==> src/shared/rx_sync_pkg.sv <==
// package of constants and carriers for the receive framer sync and line port block
package rx_sync_pkg;

  // ****************************************
  // clock and timing
  // ****************************************
  localparam int SYS_CLK_HZ = 20000000;
  localparam int LINK_CLK_PERIOD_NS = 400;
  localparam int SYS_CLK_PERIOD_NS = 1000000000 / SYS_CLK_HZ;
  // recovered line clock is sampled; its period in sys_clk cycles, rounded down
  localparam int LINK_CLK_CYCLES = LINK_CLK_PERIOD_NS / SYS_CLK_PERIOD_NS;

  // ****************************************
  // framing geometry
  // ****************************************
  localparam logic [9:0] T1_FRAME_BITS = 10'h0C1;
  localparam logic [9:0] E1_FRAME_BITS = 10'h100;
  localparam logic [4:0] T1_MF_FRAMES = 5'h0C;
  localparam logic [4:0] E1_MF_FRAMES = 5'h10;
  // signaling frames in a T1 superframe: 6 and 12 (counts 5 and 11)
  localparam logic [4:0] T1_SIG_FRAME_A = 5'h05;
  localparam logic [4:0] T1_SIG_FRAME_B = 5'h0B;

  // ****************************************
  // register interface
  // ****************************************
  localparam logic [3:0] REG_IO_CONFIG_ONE = 4'h0;
  localparam logic [3:0] REG_LINE_STATUS = 4'h1;
  localparam logic [3:0] REG_FIFO_DATA = 4'h2;
  localparam logic [7:0] IO_CONFIG_RESET = 8'h00;
  // bit positions inside framer_io_config_one
  localparam int CFG_E1_MODE = 0;
  localparam int CFG_ES_ENABLE = 1;
  localparam int CFG_SYNC_INPUT = 4;
  localparam int CFG_SYNC_MF = 5;
  localparam int CFG_SYNC_DOUBLE = 6;

  localparam int FIFO_WIDTH = 8;
  localparam int FIFO_DEPTH = 8;

  // one captured received bit pair, positive and negative line
  typedef struct packed {
    logic pos;
    logic neg;
  } line_pair_t;

  // configuration decoded from framer_io_config_one
  typedef struct packed {
    logic double_sig;
    logic sync_mf;
    logic sync_input;
    logic es_enable;
    logic e1_mode;
  } cfg_t;

endpackage

==> src/core/rx_byte_fifo.sv <==
// small synchronous FIFO holding received framer bytes
`timescale 1ns/1ps
`default_nettype none
module rx_byte_fifo #(
  parameter int WIDTH = 8,
  parameter int DEPTH = 8
) (
  // clock and reset
  input wire logic sys_clk,
  input wire logic rst,
  // fill side
  input wire logic in_valid,
  output logic in_ready,
  input wire logic [WIDTH-1:0] in_data,
  // drain side
  output logic out_valid,
  input wire logic out_ready,
  output logic [WIDTH-1:0] out_data
);
  localparam int AW = $clog2(DEPTH);
  logic [WIDTH-1:0] mem [DEPTH];
  logic [AW-1:0] wr_q;
  logic [AW-1:0] rd_q;
  logic [AW:0] cnt_q;
  wire do_wr = in_valid && in_ready;
  wire do_rd = out_valid && out_ready;

  assign in_ready = (cnt_q != (AW+1)'(DEPTH));
  assign out_valid = (cnt_q != '0);
  assign out_data = mem[rd_q];

  always_ff @(posedge sys_clk) begin
    if (do_wr) begin
      mem[wr_q] <= in_data;
    end
  end

  always_ff @(posedge sys_clk or posedge rst) begin
    if (rst) begin
      wr_q <= '0;
      rd_q <= '0;
      cnt_q <= '0;
    end else begin
      if (do_wr) begin
        wr_q <= AW'(wr_q + 1'b1);
      end
      if (do_rd) begin
        rd_q <= AW'(rd_q + 1'b1);
      end
      if (do_wr && !do_rd) begin
        cnt_q <= (AW+1)'(cnt_q + 1'b1);
      end else if (do_rd && !do_wr) begin
        cnt_q <= (AW+1)'(cnt_q - 1'b1);
      end
    end
  end
endmodule
`default_nettype wire

==> src/core/rx_framer_sync.sv <==
// receive framer sync generation, line unit joining and received data path
//
// Our own choices: the plain strobed port and the address map.
`timescale 1ns/1ps
`default_nettype none
module rx_framer_sync
  import rx_sync_pkg::*;
(
  // clock and reset
  input wire logic sys_clk,
  input wire logic rst,
  // register port
  input wire logic [3:0] reg_addr,
  input wire logic [7:0] reg_wdata,
  input wire logic reg_wr,
  input wire logic reg_rd,
  output logic [7:0] reg_rdata,
  // line unit side, from the network
  input wire logic line_recovered_clock,
  input wire logic line_pos_raw,
  input wire logic line_neg_raw,
  output logic rx_recovered_clock_out,
  output logic rx_positive_line_out,
  output logic rx_negative_line_out,
  // framer interim inputs
  input wire logic rx_framer_line_clock_in,
  input wire logic rx_positive_framer_in,
  input wire logic rx_negative_framer_in,
  input wire logic line_unit_connect,
  // transmit clock joining
  input wire logic tx_formatter_clock_out,
  input wire logic tx_line_clock_in,
  output logic tx_line_clock_sel,
  // system clock behind the elastic store
  input wire logic rx_system_clock,
  // sync pin, two-way
  input wire logic rx_sync_pin_i,
  output logic rx_sync_pin_o,
  output logic rx_sync_pin_oe,
  // framer outputs
  output logic rx_framer_clock_out,
  output logic rx_frame_sync_pre_store,
  output logic rx_multiframe_sync,
  output logic rx_signaling_out,
  output logic rx_framer_data_out
);
  import rx_sync_pkg::*;

  // ****************************************
  // pin synchronisers
  // ****************************************
  // bit order: sysclk, txfmt, txin, lclk, lpos, lneg, fclk, fpos, fneg, strap, sync
  localparam int NSYNC = 11;
  logic [NSYNC-1:0] pins_raw;
  logic [NSYNC-1:0] meta_q;
  logic [NSYNC-1:0] sync_q;
  assign pins_raw = {rx_system_clock, tx_formatter_clock_out, tx_line_clock_in,
                     line_recovered_clock, line_pos_raw, line_neg_raw,
                     rx_framer_line_clock_in, rx_positive_framer_in,
                     rx_negative_framer_in, line_unit_connect, rx_sync_pin_i};

  genvar gi;
  generate
    for (gi = 0; gi < NSYNC; gi++) begin : g_sync
      always_ff @(posedge sys_clk or posedge rst) begin
        if (rst) begin
          meta_q[gi] <= 1'b0;
          sync_q[gi] <= 1'b0;
        end else begin
          meta_q[gi] <= pins_raw[gi];
          sync_q[gi] <= meta_q[gi];
        end
      end
    end
  endgenerate

  wire s_sysclk = sync_q[10];
  wire s_txfmt = sync_q[9];
  wire s_txin = sync_q[8];
  wire s_lclk = sync_q[7];
  wire s_lpos = sync_q[6];
  wire s_lneg = sync_q[5];
  wire s_fclk = sync_q[4];
  wire s_fpos = sync_q[3];
  wire s_fneg = sync_q[2];
  wire s_strap = sync_q[1];
  wire s_sync = sync_q[0];

  // ****************************************
  // configuration register
  // ****************************************
  logic [7:0] cfg_q;
  cfg_t cfg;
  assign cfg = '{double_sig: cfg_q[CFG_SYNC_DOUBLE], sync_mf: cfg_q[CFG_SYNC_MF],
                 sync_input: cfg_q[CFG_SYNC_INPUT], es_enable: cfg_q[CFG_ES_ENABLE],
                 e1_mode: cfg_q[CFG_E1_MODE]};
  // input direction only legal with the store enabled
  wire sync_is_input = cfg.sync_input && cfg.es_enable;

  // ****************************************
  // line unit outputs and joining
  // ****************************************
  logic lclk_d1_q;
  logic fclk_d1_q;
  logic sys_d1_q;
  wire lclk_rise = s_lclk && !lclk_d1_q;
  // strap high: internal join, interim input pins ignored
  wire join_now = s_strap;
  wire fr_clk = join_now ? s_lclk : s_fclk;
  wire fr_fall = fclk_d1_q && !fr_clk;
  wire fr_rise = !fclk_d1_q && fr_clk;
  line_pair_t lu_q;
  line_pair_t fr_in;
  assign fr_in = join_now ? lu_q : '{pos: s_fpos, neg: s_fneg};
  // store clock used only with store enabled; held-low pin then never edges
  wire sys_rise = cfg.es_enable && s_sysclk && !sys_d1_q;
  wire out_tick = cfg.es_enable ? sys_rise : fr_rise;

  always_ff @(posedge sys_clk or posedge rst) begin
    if (rst) begin
      lclk_d1_q <= 1'b0;
      fclk_d1_q <= 1'b0;
      sys_d1_q <= 1'b0;
      lu_q <= '0;
      rx_recovered_clock_out <= 1'b0;
      rx_positive_line_out <= 1'b0;
      rx_negative_line_out <= 1'b0;
      tx_line_clock_sel <= 1'b0;
      rx_framer_clock_out <= 1'b0;
    end else begin
      lclk_d1_q <= s_lclk;
      fclk_d1_q <= fr_clk;
      sys_d1_q <= s_sysclk;
      rx_recovered_clock_out <= s_lclk;
      rx_framer_clock_out <= fr_clk;
      tx_line_clock_sel <= join_now ? s_txfmt : s_txin;
      if (lclk_rise) begin
        lu_q <= '{pos: s_lpos, neg: s_lneg};
        rx_positive_line_out <= s_lpos;
        rx_negative_line_out <= s_lneg;
      end
    end
  end

  // ****************************************
  // frame and multiframe counters
  // ****************************************
  logic [9:0] bit_q;
  logic [4:0] frm_q;
  logic sample_q;
  logic [7:0] shift_q;
  logic [2:0] nbits_q;
  wire [9:0] frame_len = cfg.e1_mode ? E1_FRAME_BITS : T1_FRAME_BITS;
  wire [4:0] mf_len = cfg.e1_mode ? E1_MF_FRAMES : T1_MF_FRAMES;
  // compare by >= so a mode change with a high count ends the frame at once
  wire frame_end = (bit_q >= frame_len - 10'h001);
  wire mf_end = frame_end && (frm_q >= mf_len - 5'h01);
  // NRZ drives both inputs alike; OR keeps the bit either way
  wire rx_bit = fr_in.pos || fr_in.neg;
  wire sig_frame = !cfg.e1_mode && (frm_q == T1_SIG_FRAME_A || frm_q == T1_SIG_FRAME_B);

  always_ff @(posedge sys_clk or posedge rst) begin
    if (rst) begin
      bit_q <= '0;
      frm_q <= '0;
      sample_q <= 1'b0;
    end else if (fr_fall) begin
      sample_q <= rx_bit;
      bit_q <= frame_end ? 10'h000 : 10'(bit_q + 10'h001);
      if (frame_end) begin
        frm_q <= mf_end ? 5'h00 : 5'(frm_q + 5'h01);
      end
    end
  end

  // ****************************************
  // sync pulses and data outputs
  // ****************************************
  logic fsync_q;
  logic msync_q;
  logic mf_pend_q;
  logic sync_o_q;
  logic sync_ext_d1_q;
  logic sig_q;
  wire bound_now = cfg.sync_mf ? (bit_q == 10'h000 && frm_q == 5'h00) : (bit_q == 10'h000);
  wire dbl_now = !cfg.sync_mf && cfg.double_sig && sig_frame && bit_q == 10'h001;
  wire ext_rise = s_sync && !sync_ext_d1_q;
  wire mf_bound = (bit_q == 10'h000) && (frm_q == 5'h00);
  // store off: aligned with the sync pin; store on: retimed to the store clock
  wire msync_next = cfg.es_enable ? (mf_pend_q || (sync_is_input && ext_rise)) : mf_bound;

  always_ff @(posedge sys_clk or posedge rst) begin
    if (rst) begin
      rx_frame_sync_pre_store <= 1'b0;
      rx_multiframe_sync <= 1'b0;
      rx_signaling_out <= 1'b0;
      rx_framer_data_out <= 1'b0;
      rx_sync_pin_o <= 1'b0;
      rx_sync_pin_oe <= 1'b0;
      fsync_q <= 1'b0;
      msync_q <= 1'b0;
      mf_pend_q <= 1'b0;
      sync_o_q <= 1'b0;
      sync_ext_d1_q <= 1'b0;
      sig_q <= 1'b0;
    end else begin
      sync_ext_d1_q <= s_sync;
      rx_sync_pin_oe <= !sync_is_input;
      if (fr_rise) begin
        fsync_q <= (bit_q == 10'h000);
        sync_o_q <= bound_now || dbl_now;
        rx_frame_sync_pre_store <= (bit_q == 10'h000);
        rx_sync_pin_o <= sync_is_input ? 1'b0 : (bound_now || dbl_now);
        rx_framer_data_out <= sample_q;
        if (sig_frame) begin
          sig_q <= sample_q;
        end
      end
      // boundary seen on the framer side, held until the output clock takes it
      if (fr_rise && bit_q == 10'h000 && frm_q == 5'h00) begin
        mf_pend_q <= 1'b1;
      end else if (out_tick) begin
        mf_pend_q <= 1'b0;
      end
      if (out_tick) begin
        msync_q <= msync_next;
        rx_multiframe_sync <= msync_next;
        rx_signaling_out <= sig_q;
      end
    end
  end

  // ****************************************
  // received byte buffer for register readout
  // ****************************************
  logic [7:0] fifo_data;
  logic fifo_valid;
  logic fifo_in_ready;
  wire byte_done = fr_fall && (nbits_q == 3'h7);
  wire fifo_pop = reg_rd && (reg_addr == REG_FIFO_DATA);

  always_ff @(posedge sys_clk or posedge rst) begin
    if (rst) begin
      shift_q <= '0;
      nbits_q <= '0;
    end else if (fr_fall && fifo_in_ready) begin
      shift_q <= {shift_q[6:0], rx_bit};
      nbits_q <= 3'(nbits_q + 3'h1);
    end
  end

  rx_byte_fifo #(.WIDTH(FIFO_WIDTH), .DEPTH(FIFO_DEPTH)) u_fifo (
    .sys_clk(sys_clk),
    .rst(rst),
    .in_valid(byte_done && fifo_in_ready),
    .in_ready(fifo_in_ready),
    .in_data({shift_q[6:0], rx_bit}),
    .out_valid(fifo_valid),
    .out_ready(fifo_pop),
    .out_data(fifo_data)
  );

  // ****************************************
  // register port
  // ****************************************
  wire [7:0] status_word = {2'b00, fifo_in_ready, fifo_valid, s_strap, fsync_q, msync_q, sync_o_q};
  wire [7:0] rd_mux = (reg_addr == REG_IO_CONFIG_ONE) ? cfg_q :
                      (reg_addr == REG_LINE_STATUS) ? status_word :
                      (reg_addr == REG_FIFO_DATA) ? (fifo_valid ? fifo_data : 8'h00) : 8'h00;

  always_ff @(posedge sys_clk or posedge rst) begin
    if (rst) begin
      cfg_q <= IO_CONFIG_RESET;
      reg_rdata <= 8'h00;
    end else begin
      if (reg_wr && reg_addr == REG_IO_CONFIG_ONE) begin
        cfg_q <= reg_wdata;
      end
      reg_rdata <= reg_rd ? rd_mux : 8'h00;
    end
  end

  // ****************************************
  // checks
  // ****************************************
  chk_fsync_one_wide: assert property (@(posedge sys_clk) disable iff (rst)
    $rose(rx_frame_sync_pre_store) |=> ##[1:20] !rx_frame_sync_pre_store)
    else $error("frame sync wider than one framer clock");
  chk_sync_oe_input: assert property (@(posedge sys_clk) disable iff (rst)
    (cfg.sync_input && cfg.es_enable) |=> !rx_sync_pin_oe)
    else $error("sync pin driven while configured as input");
  chk_sync_no_input: assert property (@(posedge sys_clk) disable iff (rst)
    !cfg.es_enable |=> rx_sync_pin_oe)
    else $error("sync pin not driven with store off");
  chk_join_clock: assert property (@(posedge sys_clk) disable iff (rst)
    (s_strap && $stable(s_strap)) |=> rx_framer_clock_out == $past(s_lclk))
    else $error("framer clock not joined to recovered clock");
  chk_recov_copy: assert property (@(posedge sys_clk) disable iff (rst)
    ##1 rx_recovered_clock_out == $past(s_lclk))
    else $error("recovered clock output not a copy");
  chk_line_update: assert property (@(posedge sys_clk) disable iff (rst)
    !lclk_rise |=> $stable(rx_positive_line_out) && $stable(rx_negative_line_out))
    else $error("line data changed off recovered clock rise");
  chk_data_on_rise: assert property (@(posedge sys_clk) disable iff (rst)
    !fr_rise |=> $stable(rx_framer_data_out))
    else $error("framer data changed off framer clock rise");
  chk_sysclk_unused: assert property (@(posedge sys_clk) disable iff (rst)
    (!cfg.es_enable && !fr_rise) |=> $stable(rx_signaling_out) && $stable(rx_multiframe_sync))
    else $error("system clock used with store disabled");
  chk_tx_join: assert property (@(posedge sys_clk) disable iff (rst)
    (s_strap && $stable(s_strap)) |=> tx_line_clock_sel == $past(s_txfmt))
    else $error("transmit clock not joined");
endmodule
`default_nettype wire

==> config.mk <==
export PLATFORM = sky130hd
export DESIGN_NAME = rx_framer_sync
export DESIGN_NICKNAME = d
export VERILOG_FILES = /design/src/shared/rx_sync_pkg.sv /design/src/core/rx_byte_fifo.sv /design/src/core/rx_framer_sync.sv
export SDC_FILE = /design/constraint.sdc
export NUM_CORES = 1
export LEC_CHECK = 0
export BUFFER_PORTS_ARGS = -buffer_cell sky130_fd_sc_hd__buf_4
export CORE_MARGIN = 10
export CORE_UTILIZATION = 37
export CTS_CLUSTER_SIZE = 16
export DETAILED_ROUTE_END_ITERATION = 12
export PLACE_DENSITY = 0.5
export SLEW_MARGIN = 30
export SYNTH_ARGS = -nofsm -noshare
export SYNTH_HDL_FRONTEND = slang
export SYNTH_HIERARCHICAL = 1
export SYNTH_SLANG_ARGS = --single-unit
==> constraint.sdc <==
create_clock -name sys_clk -period 3.2 [get_ports sys_clk]
set_input_delay 0.64 -clock sys_clk [delete_from_list [all_inputs] [get_ports sys_clk]]
set_output_delay 0.64 -clock sys_clk [all_outputs]
set_load 0.01 [all_outputs]
==> impl_metrics.xml, run 1 <==
<?xml version="1.0" encoding="UTF-8"?>
<metrics>
  <group name="detailed_routing">
    <metric name="dr.pass1.iters" unit="">4</metric>
    <metric name="drcViolationCount" unit="">0</metric>
    <metric name="routed_via_density" unit="">5.122</metric>
    <metric name="antenna_left" unit="">0</metric>
    <metric name="drt-wirelength-per-cell" unit="um">18.52</metric>
    <metric name="highest-signal-layer" unit="">met4</metric>
    <metric name="wl_met1" unit="um">6585</metric>
    <metric name="met3_length" unit="um">615</metric>
    <metric name="detailroute.wirelength.met2" unit="um">6390</metric>
    <metric name="detailroute.via_count" unit="">3811</metric>
    <metric name="finalWirelength" unit="um">13780</metric>
    <metric name="drt-initial-drc-count" unit="">275</metric>
  </group>
  <group name="logic_synthesis">
    <metric name="post_synth_instance_area" unit="sq um">6528</metric>
    <metric name="synth_nets" unit="">487</metric>
    <metric name="synth_seq_cells" unit="">154</metric>
    <metric name="synthMuxAreaShare" unit="%">12.79</metric>
    <metric name="synth_fa_ha_area_share" unit="%">4.140</metric>
    <metric name="synthSimpleGateAreaFrac" unit="%">8.971</metric>
    <metric name="largest_family_of_logic_cells_by_synthesized_area" unit="">multiplexers</metric>
    <metric name="synth-edff-count" unit="">64</metric>
    <metric name="synthXorXnorAreaFrac" unit="%">0.9392</metric>
    <metric name="synth_compound_gate_area_share" unit="%">7.131</metric>
    <metric name="postSynthAreaPerCell" unit="sq um">14.87</metric>
    <metric name="synth_seq_area_share" unit="%">63.94</metric>
    <metric name="async_flop_share" unit="%">58.44</metric>
    <metric name="synth_cell_types" unit="">55</metric>
    <metric name="ys.flop_type" unit="">dfrtp_1</metric>
    <metric name="synth_cells" unit="">439</metric>
    <metric name="number_of_synthesis_warnings" unit="">6</metric>
  </group>
  <group name="timing">
    <metric name="skew" unit="ps">12.19</metric>
    <metric name="unrepaired_setup_endpoints_after_global_routing" unit="">false</metric>
    <metric name="setup-tns-final" unit="ps">0</metric>
    <metric name="maxClockFrequency" unit="MHz">341.4</metric>
    <metric name="maxSlewViolCount" unit="">0</metric>
    <metric name="tightestPinTransition" unit="ps">786.0</metric>
    <metric name="timing.final.crit_period" unit="ps">2929</metric>
    <metric name="finalHoldViolCount" unit="">0</metric>
    <metric name="setup-violations-final" unit="">0</metric>
    <metric name="max-slew-margin-rel" unit="%">47.60</metric>
    <metric name="post-route-period-util" unit="%">91.54</metric>
  </group>
  <group name="worst_setup_path">
    <metric name="critical-path-top-delay-family" unit="">simple AND/OR/NAND/NOR gates</metric>
    <metric name="path_max_fanout" unit="">6</metric>
    <metric name="worstSetupStartpointType" unit="">flip-flop</metric>
    <metric name="timing.critical_path.cells" unit="">or4b_1, and3_1, nand2_2, inv_1, ha_1, inv_1, ha_1, or4_1, nand3_1, o221ai_1</metric>
    <metric name="crit_arrival" unit="ps">3220</metric>
    <metric name="critical_path_class" unit="">reg2reg</metric>
    <metric name="critical_path.n_buffers_inverters" unit="">2</metric>
    <metric name="max_stage_delay" unit="ps">580</metric>
    <metric name="critPathRequiredTime" unit="ps">3490</metric>
    <metric name="slowest_stage" unit="">or4b_1</metric>
    <metric name="regToRegEndpoint" unit="">u_fifo/cnt_q[3]</metric>
    <metric name="reg2reg_depth" unit="">10</metric>
    <metric name="timing.reg2reg.setup_slack" unit="ps">270</metric>
    <metric name="worst_r2r_startpoint" unit="">u_fifo/cnt_q[0]</metric>
    <metric name="cp-end-kind" unit="">flip-flop</metric>
  </group>
  <group name="global_routing">
    <metric name="grt_start_max_net_pins" unit="">45</metric>
    <metric name="first_pass_grt_wire_length" unit="um">22630</metric>
    <metric name="number_of_antenna_violations_at_the_first_check_in_global_routing" unit="">0</metric>
    <metric name="vias_in_the_first_global_route" unit="">3944</metric>
    <metric name="grt_overflow_total" unit="">0</metric>
    <metric name="grt_use_total" unit="%">12.22</metric>
  </group>
  <group name="pwr">
    <metric name="total_power" unit="mW">5.618</metric>
    <metric name="worst_ir_drop_vdd" unit="mV">0.4017</metric>
    <metric name="power.density_cell_area" unit="nW/um^2">722.0</metric>
    <metric name="leakage_power_total" unit="nW">3.144</metric>
  </group>
  <group name="die">
    <metric name="dieWidth" unit="um">152.8</metric>
    <metric name="initial_util" unit="%">37.74</metric>
    <metric name="design.core.area" unit="sq um">17300</metric>
    <metric name="dieArea" unit="sq um">23350</metric>
    <metric name="fp.dieH" unit="um">152.8</metric>
    <metric name="core.rowCount" unit="">48</metric>
    <metric name="pin_count" unit="">46</metric>
  </group>
  <group name="flow_run">
    <metric name="maxCapViolations" unit="">0</metric>
  </group>
  <group name="clocking">
    <metric name="clock-sinks" unit="">154</metric>
    <metric name="cts_setup_buffers" unit="">0</metric>
    <metric name="ctsHtreeMaxLevel" unit="">4</metric>
    <metric name="clkLatencyLatePin" unit="ps">420</metric>
    <metric name="cts_buffers" unit="">17</metric>
    <metric name="tritoncts" unit="">yes</metric>
    <metric name="root_buffer" unit="">clkbuf_16</metric>
    <metric name="cts_resized" unit="">0</metric>
    <metric name="clockBufferDepth" unit="">2</metric>
    <metric name="clock_edge_transition_at_the_registers_on_the_reported_setup_and_hold_paths" unit="ps">60</metric>
    <metric name="cts_hold_repair.buffers" unit="">0</metric>
  </group>
  <group name="final_layout">
    <metric name="area.sequential" unit="sq um">4174</metric>
    <metric name="drive_gt1_share" unit="%">26.01</metric>
    <metric name="final_nets" unit="">554</metric>
    <metric name="antenna_cells" unit="">0</metric>
    <metric name="total_area_of_multi_input_combinational_cells" unit="sq um">2217</metric>
    <metric name="area_growth" unit="%">19.21</metric>
    <metric name="fillers" unit="">1529</metric>
  </group>
  <group name="min_path">
    <metric name="hp-class" unit="">in2async</metric>
  </group>
  <group name="placed_design">
    <metric name="routabilityCongestion" unit="">0.7701</metric>
    <metric name="detailedPlacementHpwl" unit="um">9422</metric>
    <metric name="port_buffers" unit="">45</metric>
  </group>
  <group name="outcome">
    <metric name="outcome" unit="">completed</metric>
  </group>
</metrics>
[synthesized netlist by cell type (all sizes together) (4+ instances only)]
library cell	count	area, sq um
mux2	35	394.1
xnor2	7	61.31
buf	5	45.04
mux4	16	420.4
o21ai	22	110.1
nand2	33	128.9
ha	20	250.2
nand3b	6	45.04
nor2	14	52.55
o21a	4	30.03
nor3	11	55.05
dfrtp	90	2252
clkbuf	6	23.77
nand2b	8	57.55
nand3	18	90.09
a21o	4	30.03
inv	18	67.56
edfxtp	64	1922
a21oi	12	60.06
and3	4	25.02
[sequential cells by signal, indices dropped and copies added, names as in the netlist, 2 cells and up]
name	cells
u_fifo/wr_q	3
meta_q	11
reg_rdata	8
nbits_q	3
u_fifo/rd_q	3
frm_q	5
u_fifo/mem	64
cfg_q	8
shift_q	7
bit_q	10
u_fifo/cnt_q	4
lu_q	2
[cell usage in the layout, fill, tap and decap left out, drive strengths merged, types with 2 or more instances in the layout]
cell	Yosys	routed
a2111oi	2	2
a211o	2	2
a21o	4	4
a21oi	12	12
a22o	2	2
a31o	2	2
and2	3	3
and3	4	4
buf	5	59
clkbuf	6	22
clkinv	0	3
clkinvlp	0	4
dfrtp	90	90
edfxtp	64	64
ha	20	20
inv	18	21
mux2	35	35
mux2i	2	2
mux4	16	16
nand2	33	33
nand2b	8	8
nand3	18	18
nand3b	6	6
nor2	14	14
nor2b	3	3
nor3	11	11
nor4	2	2
o21a	4	4
o21ai	22	22
o221ai	2	2
o2bb2ai	2	2
o31ai	2	2
o41ai	2	2
or3	3	3
or4	3	3
xnor2	7	7
[logic make-up after synthesis]
kind of cell / count (synthesis)
AOI/OAI and AO/OA: 63
xor gates and xnor gates: 7
and+or+nand+nor: 112
buffers and inverters: 29
DFF: 154
muxes: 53
adders and majority gates: 21
[worst max path at each step]
stage | startpoint | endpoint | slack [ps] | cells after the start
floorplan | join_now | u_fifo/cnt_q[3] | 390 | 12
global placement | u_fifo/cnt_q[0] | u_fifo/cnt_q[3] | 370 | 10
detailed placement | u_fifo/cnt_q[0] | u_fifo/cnt_q[3] | 290 | 10
CTS | u_fifo/cnt_q[0] | u_fifo/cnt_q[3] | 280 | 10
global route | u_fifo/cnt_q[0] | u_fifo/cnt_q[3] | 90 | 10
finish | u_fifo/cnt_q[0] | u_fifo/cnt_q[3] | 270 | 10
[metrics by stage]
stage          instances  util, %  setup slack, ps  area [sq um]  hold WS (ps)
2_1_floorplan        439        -            391.2          6528         331.2
6_report             744    44.99            270.8          7781         222.3
4_1_cts              744    44.99            281.7          7781         220.9
3_3_place_gp         712    41.61            365.6          7197         333.8
5_1_grt              744    44.99            94.40          7781         242.9
3_5_place_dp         712    41.61            292.1          7197         334.7
[per-layer routing]
layer  vias to the layer above  track usage, %
met1                      1930           16.27
li1                       1793               -
met4                         0           3.860
met3                        13           4.181
met5                         -               0
met2                        75           18.33
[layout make-up]
class	count	share of cell area, %
clock buffer	22	6.528
inverter	18	0.8844
timing repair buffer	59	5.853
tap	225	3.618
multi-input combinational	256	28.49
sequential	154	53.64
clock inverter	10	0.9809
[report_power, final]
part / switching (mW) / internal (mW) / total [mW]
clock network: 0.818 / 1.14 / 1.96
registers: 0.316 / 2.36 / 2.68
logic: 0.440 / 0.540 / 0.979
total: 1.57 / 4.04 / 5.62
[worst reg2reg max path, delay by kind of cell (launching register included)]
kind / cells / cell delay [ps]
buf+inv: 2 / 210
compound gates: 1 / 100
simple gates: 5 / 1480
flops: 1 / 440
fa+ha+maj: 2 / 560
(Power assumes the default switching activity.)
==> inputs of run 2 (changes only) <==
--- a/config.mk
+++ b/config.mk
@@ -6,6 +6,7 @@
 export NUM_CORES = 1
 export LEC_CHECK = 0
 export BUFFER_PORTS_ARGS = -buffer_cell sky130_fd_sc_hd__buf_4
+export CORE_ASPECT_RATIO = 0.8
 export CORE_MARGIN = 10
 export CORE_UTILIZATION = 37
 export CTS_CLUSTER_SIZE = 16
==> impl_metrics.xml, run 2 (same netlist as run 1, synthesis figures left out) <==
<?xml version="1.0" encoding="UTF-8"?>
<metrics>
  <group name="outcome">
    <metric name="outcome" unit="">completed</metric>
  </group>
  <group name="global_routing">
    <metric name="grt_overflow_total" unit="">0</metric>
    <metric name="number_of_antenna_violations_at_the_first_check_in_global_routing" unit="">0</metric>
    <metric name="vias_in_the_first_global_route" unit="">3866</metric>
    <metric name="grt_start_max_net_pins" unit="">65</metric>
    <metric name="first_pass_grt_wire_length" unit="um">21630</metric>
    <metric name="grt_use_total" unit="%">11.79</metric>
  </group>
  <group name="detailed_routing">
    <metric name="detailroute.via_count" unit="">3763</metric>
    <metric name="drcViolationCount" unit="">0</metric>
    <metric name="routed_via_density" unit="">5.065</metric>
    <metric name="antenna_left" unit="">0</metric>
    <metric name="drt-wirelength-per-cell" unit="um">17.90</metric>
    <metric name="finalWirelength" unit="um">13300</metric>
    <metric name="dr.pass1.iters" unit="">4</metric>
    <metric name="drt-initial-drc-count" unit="">264</metric>
  </group>
  <group name="timing">
    <metric name="tightestPinTransition" unit="ps">787.7</metric>
    <metric name="maxSlewViolCount" unit="">0</metric>
    <metric name="skew" unit="ps">13.49</metric>
    <metric name="post-route-period-util" unit="%">92.43</metric>
    <metric name="max-slew-margin-rel" unit="%">47.49</metric>
    <metric name="setup-tns-final" unit="ps">0</metric>
    <metric name="hold-worst-slack" unit="ps">204.8</metric>
    <metric name="maxClockFrequency" unit="MHz">338.1</metric>
    <metric name="unrepaired_setup_endpoints_after_global_routing" unit="">false</metric>
    <metric name="setup-violations-final" unit="">0</metric>
    <metric name="finalHoldViolCount" unit="">0</metric>
    <metric name="timing.final.crit_period" unit="ps">2958</metric>
  </group>
  <group name="clocking">
    <metric name="cts_setup_buffers" unit="">0</metric>
    <metric name="clock-sinks" unit="">154</metric>
    <metric name="tritoncts" unit="">yes</metric>
    <metric name="cts_buffers" unit="">17</metric>
    <metric name="ctsHtreeMaxLevel" unit="">4</metric>
    <metric name="clock_edge_transition_at_the_registers_on_the_reported_setup_and_hold_paths" unit="ps">60</metric>
    <metric name="root_buffer" unit="">clkbuf_16</metric>
    <metric name="clockBufferDepth" unit="">2</metric>
    <metric name="clkLatencyLatePin" unit="ps">420</metric>
  </group>
  <group name="final_layout">
    <metric name="fin_util" unit="%">45.08</metric>
    <metric name="area_growth" unit="%">19.65</metric>
    <metric name="final_area" unit="sq um">7810</metric>
    <metric name="reg.largest.list" unit="">u_fifo/mem: 64 flops, meta_q: 11 flops, bit_q: 10 flops</metric>
    <metric name="final_nets" unit="">553</metric>
    <metric name="antenna_cells" unit="">0</metric>
    <metric name="largest_reg_flops" unit="">64</metric>
    <metric name="drive_gt1_share" unit="%">26.06</metric>
    <metric name="commonest_cells_after_routing_fill_and_taps_aside" unit="">dfrtp_1 (90), edfxtp_1 (64), buf_4 (57), mux2_2 (34), nand2_1 (31)</metric>
    <metric name="layout_commonest_cell" unit="">dfrtp_1</metric>
    <metric name="top_register" unit="">u_fifo/mem</metric>
  </group>
  <group name="placed_design">
    <metric name="post_dp_cell_area" unit="sq um">7189</metric>
    <metric name="routabilityCongestion" unit="">0.7637</metric>
    <metric name="port_buffers" unit="">45</metric>
    <metric name="detailedPlacementHpwl" unit="um">9429</metric>
  </group>
  <group name="worst_setup_path">
    <metric name="critPathRequiredTime" unit="ps">3480</metric>
    <metric name="path_max_fanout" unit="">7</metric>
    <metric name="max_stage_delay" unit="ps">620</metric>
    <metric name="timing.critical_path.cells" unit="">or4b_4, and3_1, nand2_2, inv_1, ha_1, inv_1, ha_1, or4_1, nand3_1, o221ai_1</metric>
    <metric name="reg2reg_depth" unit="">10</metric>
    <metric name="regToRegEndpoint" unit="">u_fifo/cnt_q[3]</metric>
    <metric name="critical_path.n_buffers_inverters" unit="">2</metric>
    <metric name="worstSetupStartpointType" unit="">flip-flop</metric>
    <metric name="critical-path-top-delay-family" unit="">simple AND/OR/NAND/NOR gates</metric>
    <metric name="critical_path_class" unit="">reg2reg</metric>
    <metric name="worst_r2r_startpoint" unit="">u_fifo/cnt_q[0]</metric>
    <metric name="crit_arrival" unit="ps">3240</metric>
    <metric name="cp-end-kind" unit="">flip-flop</metric>
    <metric name="slowest_stage" unit="">or4b_4</metric>
    <metric name="timing.reg2reg.setup_slack" unit="ps">240</metric>
  </group>
  <group name="die">
    <metric name="initial_util" unit="%">37.68</metric>
    <metric name="core.rowCount" unit="">43</metric>
    <metric name="fp.dieH" unit="um">138.8</metric>
    <metric name="dieArea" unit="sq um">23390</metric>
    <metric name="dieWidth" unit="um">168.5</metric>
    <metric name="pin_count" unit="">46</metric>
    <metric name="design.core.area" unit="sq um">17320</metric>
  </group>
  <group name="flow_run">
    <metric name="maxCapViolations" unit="">0</metric>
  </group>
  <group name="pwr">
    <metric name="worst_ir_drop_vdd" unit="mV">0.3144</metric>
    <metric name="power.density_cell_area" unit="nW/um^2">731.3</metric>
    <metric name="total_power" unit="mW">5.711</metric>
    <metric name="leakage_power_total" unit="nW">3.175</metric>
  </group>
  <group name="min_path">
    <metric name="hp-class" unit="">in2async</metric>
  </group>
</metrics>
[run 2: area by class of cell]
cell class                 count  area (sq um)
clock buffer                  23         510.5
clock inverter                 9         106.4
fill                        1557          9514
inverter                      18         68.82
multi-input combinational    256          2221
sequential                   154          4174
tap                          225         281.5
timing repair buffer          58         447.9
[run 2: how the worst max path moves through the flow]
| stage | slack, ps | startpoint | endpoint | cells after the start |
|---|---|---|---|---|
| after floorplan | 390 | join_now | u_fifo/cnt_q[3] | 12 |
| after global placement | 230 | u_fifo/cnt_q[0] | u_fifo/cnt_q[3] | 10 |
| after detailed placement | 120 | u_fifo/cnt_q[0] | u_fifo/cnt_q[3] | 10 |
| after CTS | 110 | u_fifo/cnt_q[0] | u_fifo/cnt_q[3] | 10 |
| after global routing | 50 | join_now | u_fifo/cnt_q[3] | 11 |
| final | 240 | u_fifo/cnt_q[0] | u_fifo/cnt_q[3] | 10 |
[run 2: power by group]
part | total (mW) | switching, mW | internal, mW
clock | 2.05 | 0.766 | 1.29
sequential | 2.68 | 0.319 | 2.36
combinational | 0.976 | 0.435 | 0.540
total | 5.71 | 1.52 | 4.19
[run 2: timing repair]
action	4_1_cts	5_1_grt
setup endpoints to repair	0	1
endpoints found under the hold margin	0	0
gates resized for setup	0	1
hold buffers	0	0
[run 2: metal layers]
metal / part of all wire (%) / wire length [um] / track usage, %
met2: 43 / 5664 / 16.40
met4: 0.54 / 72 / 3.751
met5: 0 / 0 / 0
met1: 51 / 6796 / 16.85
met3: 5.7 / 764 / 3.881
[run 2: stage by stage]
step	worst slack [ps]	cells
after global routing	47.29	743
after detailed placement	120.7	711
after floorplan	391.2	439
after CTS	108.2	743
after global placement	231.2	711
final	242.1	743
==> inputs of run 3 (changes only) <==
--- a/config.mk
+++ b/config.mk
@@ -9,11 +9,11 @@
 export CORE_ASPECT_RATIO = 0.8
 export CORE_MARGIN = 10
 export CORE_UTILIZATION = 37
+export CTS_BUF_LIST = sky130_fd_sc_hd__clkbuf_16
 export CTS_CLUSTER_SIZE = 16
 export DETAILED_ROUTE_END_ITERATION = 12
 export PLACE_DENSITY = 0.5
 export SLEW_MARGIN = 30
 export SYNTH_ARGS = -nofsm -noshare
 export SYNTH_HDL_FRONTEND = slang
-export SYNTH_HIERARCHICAL = 1
 export SYNTH_SLANG_ARGS = --single-unit
==> impl_metrics.xml, run 3 <==
<?xml version="1.0" encoding="UTF-8"?>
<metrics>
  <group name="timing">
    <metric name="timing.final.crit_period" unit="ps">2831</metric>
    <metric name="maxSlewViolCount" unit="">0</metric>
    <metric name="setup-tns-final" unit="ps">0</metric>
    <metric name="post-route-period-util" unit="%">88.48</metric>
    <metric name="skew" unit="ps">10.46</metric>
    <metric name="final_critical_path_setup_slack" unit="ps">368.8</metric>
    <metric name="max-slew-margin-rel" unit="%">49.31</metric>
    <metric name="unrepaired_setup_endpoints_after_global_routing" unit="">false</metric>
    <metric name="setup-violations-final" unit="">0</metric>
    <metric name="maxClockFrequency" unit="MHz">353.2</metric>
    <metric name="finalHoldViolCount" unit="">0</metric>
    <metric name="tightestPinTransition" unit="ps">760.4</metric>
  </group>
  <group name="logic_synthesis">
    <metric name="synth_nets" unit="">487</metric>
    <metric name="postSynthAreaPerCell" unit="sq um">14.56</metric>
    <metric name="largest_family_of_logic_cells_by_synthesized_area" unit="">multiplexers</metric>
    <metric name="post_synth_instance_area" unit="sq um">6391</metric>
    <metric name="synth-edff-count" unit="">64</metric>
    <metric name="number_of_synthesis_warnings" unit="">0</metric>
    <metric name="synthSimpleGateAreaFrac" unit="%">9.123</metric>
    <metric name="synthMuxAreaShare" unit="%">11.41</metric>
    <metric name="synth_cells" unit="">439</metric>
    <metric name="yosysTopAreaCellShare" unit="%">35.24</metric>
    <metric name="synth_seq_area_share" unit="%">65.31</metric>
    <metric name="yosys.area.top_type" unit="">dfrtp_1</metric>
    <metric name="yosys-top-cells-area" unit="">dfrtp_1 (35%), edfxtp_1 (30%), mux4_1 (6.6%)</metric>
    <metric name="synthXorXnorAreaFrac" unit="%">1.370</metric>
    <metric name="synth_top_cells_by_count" unit="">dfrtp_1 (90), edfxtp_1 (64), nand2_1 (53)</metric>
    <metric name="yosys.cell_count.top_type" unit="">dfrtp_1</metric>
    <metric name="ys.flop_type" unit="">dfrtp_1</metric>
    <metric name="synth_fa_ha_area_share" unit="%">4.229</metric>
    <metric name="async_flop_share" unit="%">58.44</metric>
    <metric name="synth_compound_gate_area_share" unit="%">6.441</metric>
    <metric name="synth_seq_cells" unit="">154</metric>
    <metric name="synth_cell_types" unit="">54</metric>
  </group>
  <group name="worst_setup_path">
    <metric name="reg2reg_depth" unit="">11</metric>
    <metric name="critPathRequiredTime" unit="ps">3500</metric>
    <metric name="cp-end-kind" unit="">flip-flop</metric>
    <metric name="worstSetupStartpointType" unit="">flip-flop</metric>
    <metric name="critical_path_class" unit="">reg2reg</metric>
    <metric name="crit_arrival" unit="ps">3130</metric>
    <metric name="path_max_fanout" unit="">6</metric>
    <metric name="worst_r2r_startpoint" unit="">u_fifo.cnt_q[3]</metric>
    <metric name="regToRegEndpoint" unit="">u_fifo.cnt_q[3]</metric>
    <metric name="timing.reg2reg.setup_slack" unit="ps">370</metric>
  </group>
  <group name="placed_design">
    <metric name="routabilityCongestion" unit="">0.7818</metric>
    <metric name="worst_setup_slack_post_dpl" unit="ps">448.7</metric>
    <metric name="detailedPlacementHpwl" unit="um">9129</metric>
    <metric name="port_buffers" unit="">45</metric>
    <metric name="post_dp_cell_area" unit="sq um">7059</metric>
  </group>
  <group name="final_layout">
    <metric name="layout_commonest_cell" unit="">dfrtp_1</metric>
    <metric name="drive_gt1_share" unit="%">24.23</metric>
    <metric name="antenna_cells" unit="">0</metric>
    <metric name="area_growth" unit="%">19.50</metric>
    <metric name="final_nets" unit="">555</metric>
    <metric name="final_area" unit="sq um">7637</metric>
    <metric name="largest_reg_flops" unit="">64</metric>
    <metric name="commonest_cells_after_routing_fill_and_taps_aside" unit="">dfrtp_1 (90), edfxtp_1 (64), buf_4 (60), nand2_1 (53)</metric>
    <metric name="reg.largest.list" unit="">u_fifo.mem: 64 flops, meta_q: 11 flops, bit_q: 10 flops</metric>
    <metric name="top_register" unit="">u_fifo.mem</metric>
    <metric name="fin_util" unit="%">45.56</metric>
    <metric name="fillers" unit="">1524</metric>
  </group>
  <group name="detailed_routing">
    <metric name="detailroute.wirelength.met2" unit="um">5711</metric>
    <metric name="antenna_left" unit="">0</metric>
    <metric name="drt-initial-drc-count" unit="">202</metric>
    <metric name="routed_via_density" unit="">5.015</metric>
    <metric name="drt-wirelength-per-cell" unit="um">17.95</metric>
    <metric name="highest-signal-layer" unit="">met4</metric>
    <metric name="detailroute.via_count" unit="">3711</metric>
    <metric name="dr.pass1.iters" unit="">4</metric>
    <metric name="wl_met1" unit="um">6825</metric>
    <metric name="finalWirelength" unit="um">13280</metric>
    <metric name="drcViolationCount" unit="">0</metric>
    <metric name="met3_length" unit="um">562</metric>
  </group>
  <group name="outcome">
    <metric name="outcome" unit="">completed</metric>
  </group>
  <group name="clocking">
    <metric name="clock_edge_transition_at_the_registers_on_the_reported_setup_and_hold_paths" unit="ps">60</metric>
    <metric name="root_buffer" unit="">clkbuf_16</metric>
    <metric name="ctsHtreeMaxLevel" unit="">4</metric>
    <metric name="cts_resized" unit="">0</metric>
    <metric name="cts_setup_buffers" unit="">0</metric>
    <metric name="cts_hold_repair.buffers" unit="">0</metric>
    <metric name="tritoncts" unit="">yes</metric>
    <metric name="clock-sinks" unit="">154</metric>
    <metric name="clkLatencyLatePin" unit="ps">420</metric>
    <metric name="cts_buffers" unit="">17</metric>
    <metric name="clockBufferDepth" unit="">2</metric>
  </group>
  <group name="global_routing">
    <metric name="grt_use_total" unit="%">12.10</metric>
    <metric name="grt_start_max_net_pins" unit="">58</metric>
    <metric name="grt_overflow_total" unit="">0</metric>
    <metric name="vias_in_the_first_global_route" unit="">3781</metric>
    <metric name="number_of_antenna_violations_at_the_first_check_in_global_routing" unit="">0</metric>
    <metric name="first_pass_grt_wire_length" unit="um">21360</metric>
  </group>
  <group name="die">
    <metric name="initial_util" unit="%">38.13</metric>
    <metric name="fp.dieH" unit="um">137.6</metric>
    <metric name="dieWidth" unit="um">166.9</metric>
    <metric name="pin_count" unit="">46</metric>
    <metric name="design.core.area" unit="sq um">16760</metric>
    <metric name="dieArea" unit="sq um">22960</metric>
    <metric name="core.rowCount" unit="">42</metric>
  </group>
  <group name="pwr">
    <metric name="leakage_power_total" unit="nW">3.144</metric>
    <metric name="worst_ir_drop_vdd" unit="mV">0.3564</metric>
    <metric name="total_power" unit="mW">5.495</metric>
    <metric name="power.density_cell_area" unit="nW/um^2">719.5</metric>
  </group>
  <group name="min_path">
    <metric name="hp-class" unit="">in2async</metric>
  </group>
  <group name="flow_run">
    <metric name="maxCapViolations" unit="">0</metric>
  </group>
</metrics>
run 3: cell types whose count changed after synthesis, sizes merged, moves of 4 or more:
cell	change
nor4	+5
nand3	-4
mux2	-12
nand2	+21
nand2b	-5
o21a	-4
run 3: logic make-up after synthesis:
family                     after synthesis
buffers and inverters                   27
AOI/OAI and AO/OA                       63
xor gates and xnor gates                10
DFF                                    154
adders and majority gates               21
and+or+nand+nor                        120
muxes                                   44
run 3: metal layers:
layer  up-vias  global-route usage (%)
li1       1784                       -
met4         0                   5.404
met5         -                       0
met3        14                   3.787
met2        68                   17.29
met1      1845                   16.52
run 3: worst max-delay path by stage:
stage          slack, ps         endpoint       startpoint
2_1_floorplan        220         bit_q[0]              rst
3_3_place_gp         420  u_fifo.cnt_q[3]  u_fifo.cnt_q[3]
3_5_place_dp         450  u_fifo.cnt_q[3]  u_fifo.cnt_q[3]
4_1_cts              390  u_fifo.cnt_q[3]  u_fifo.cnt_q[3]
5_1_grt              110  u_fifo.cnt_q[3]  u_fifo.cnt_q[3]
6_report             370  u_fifo.cnt_q[3]  u_fifo.cnt_q[3]
run 3: power breakdown:
| part | total [mW] | internal, mW | switching (mW) | leakage, nW |
|---|---|---|---|---|
| clock | 1.94 | 1.15 | 0.798 | 0.275 |
| combinational | 0.837 | 0.453 | 0.384 | 1.16 |
| sequential | 2.71 | 2.36 | 0.351 | 1.71 |
| total | 5.49 | 3.96 | 1.53 | 3.14 |
run 3: critical path, stage by stage, from the launching register on:
cell	delay [ps]
dfrtp_1	450
o41ai_1	670
nor4_4	60
nand2_1	260
ha_1	240
inv_1	90
ha_1	280
a21o_1	160
a21oi_1	160
xnor2_1	130
nor2_1	70
xor2_1	140
run 3: final cells by class:
cell class | instances | area (sq um) | share of cell area (%)
Multi-Input combinational cell | 258 | 2086 | 27.31
Inverter | 15 | 57.56 | 0.7536
Clock buffer | 17 | 425.4 | 5.570
Tap cell | 220 | 275.3 | 3.604
Timing Repair Buffer | 61 | 470.5 | 6.160
Clock inverter | 15 | 148.9 | 1.950
Sequential cell | 154 | 4174 | 54.65
run 3: per-stage QoR:
| step | hold slack [ps] | instances |
|---|---|---|
| 2_1_floorplan | 331.2 | 439 |
| 3_3_place_gp | 332.7 | 708 |
| 3_5_place_dp | 334.7 | 708 |
| 4_1_cts | 291.0 | 740 |
| 5_1_grt | 295.3 | 740 |
| 6_report | 281.7 | 740 |
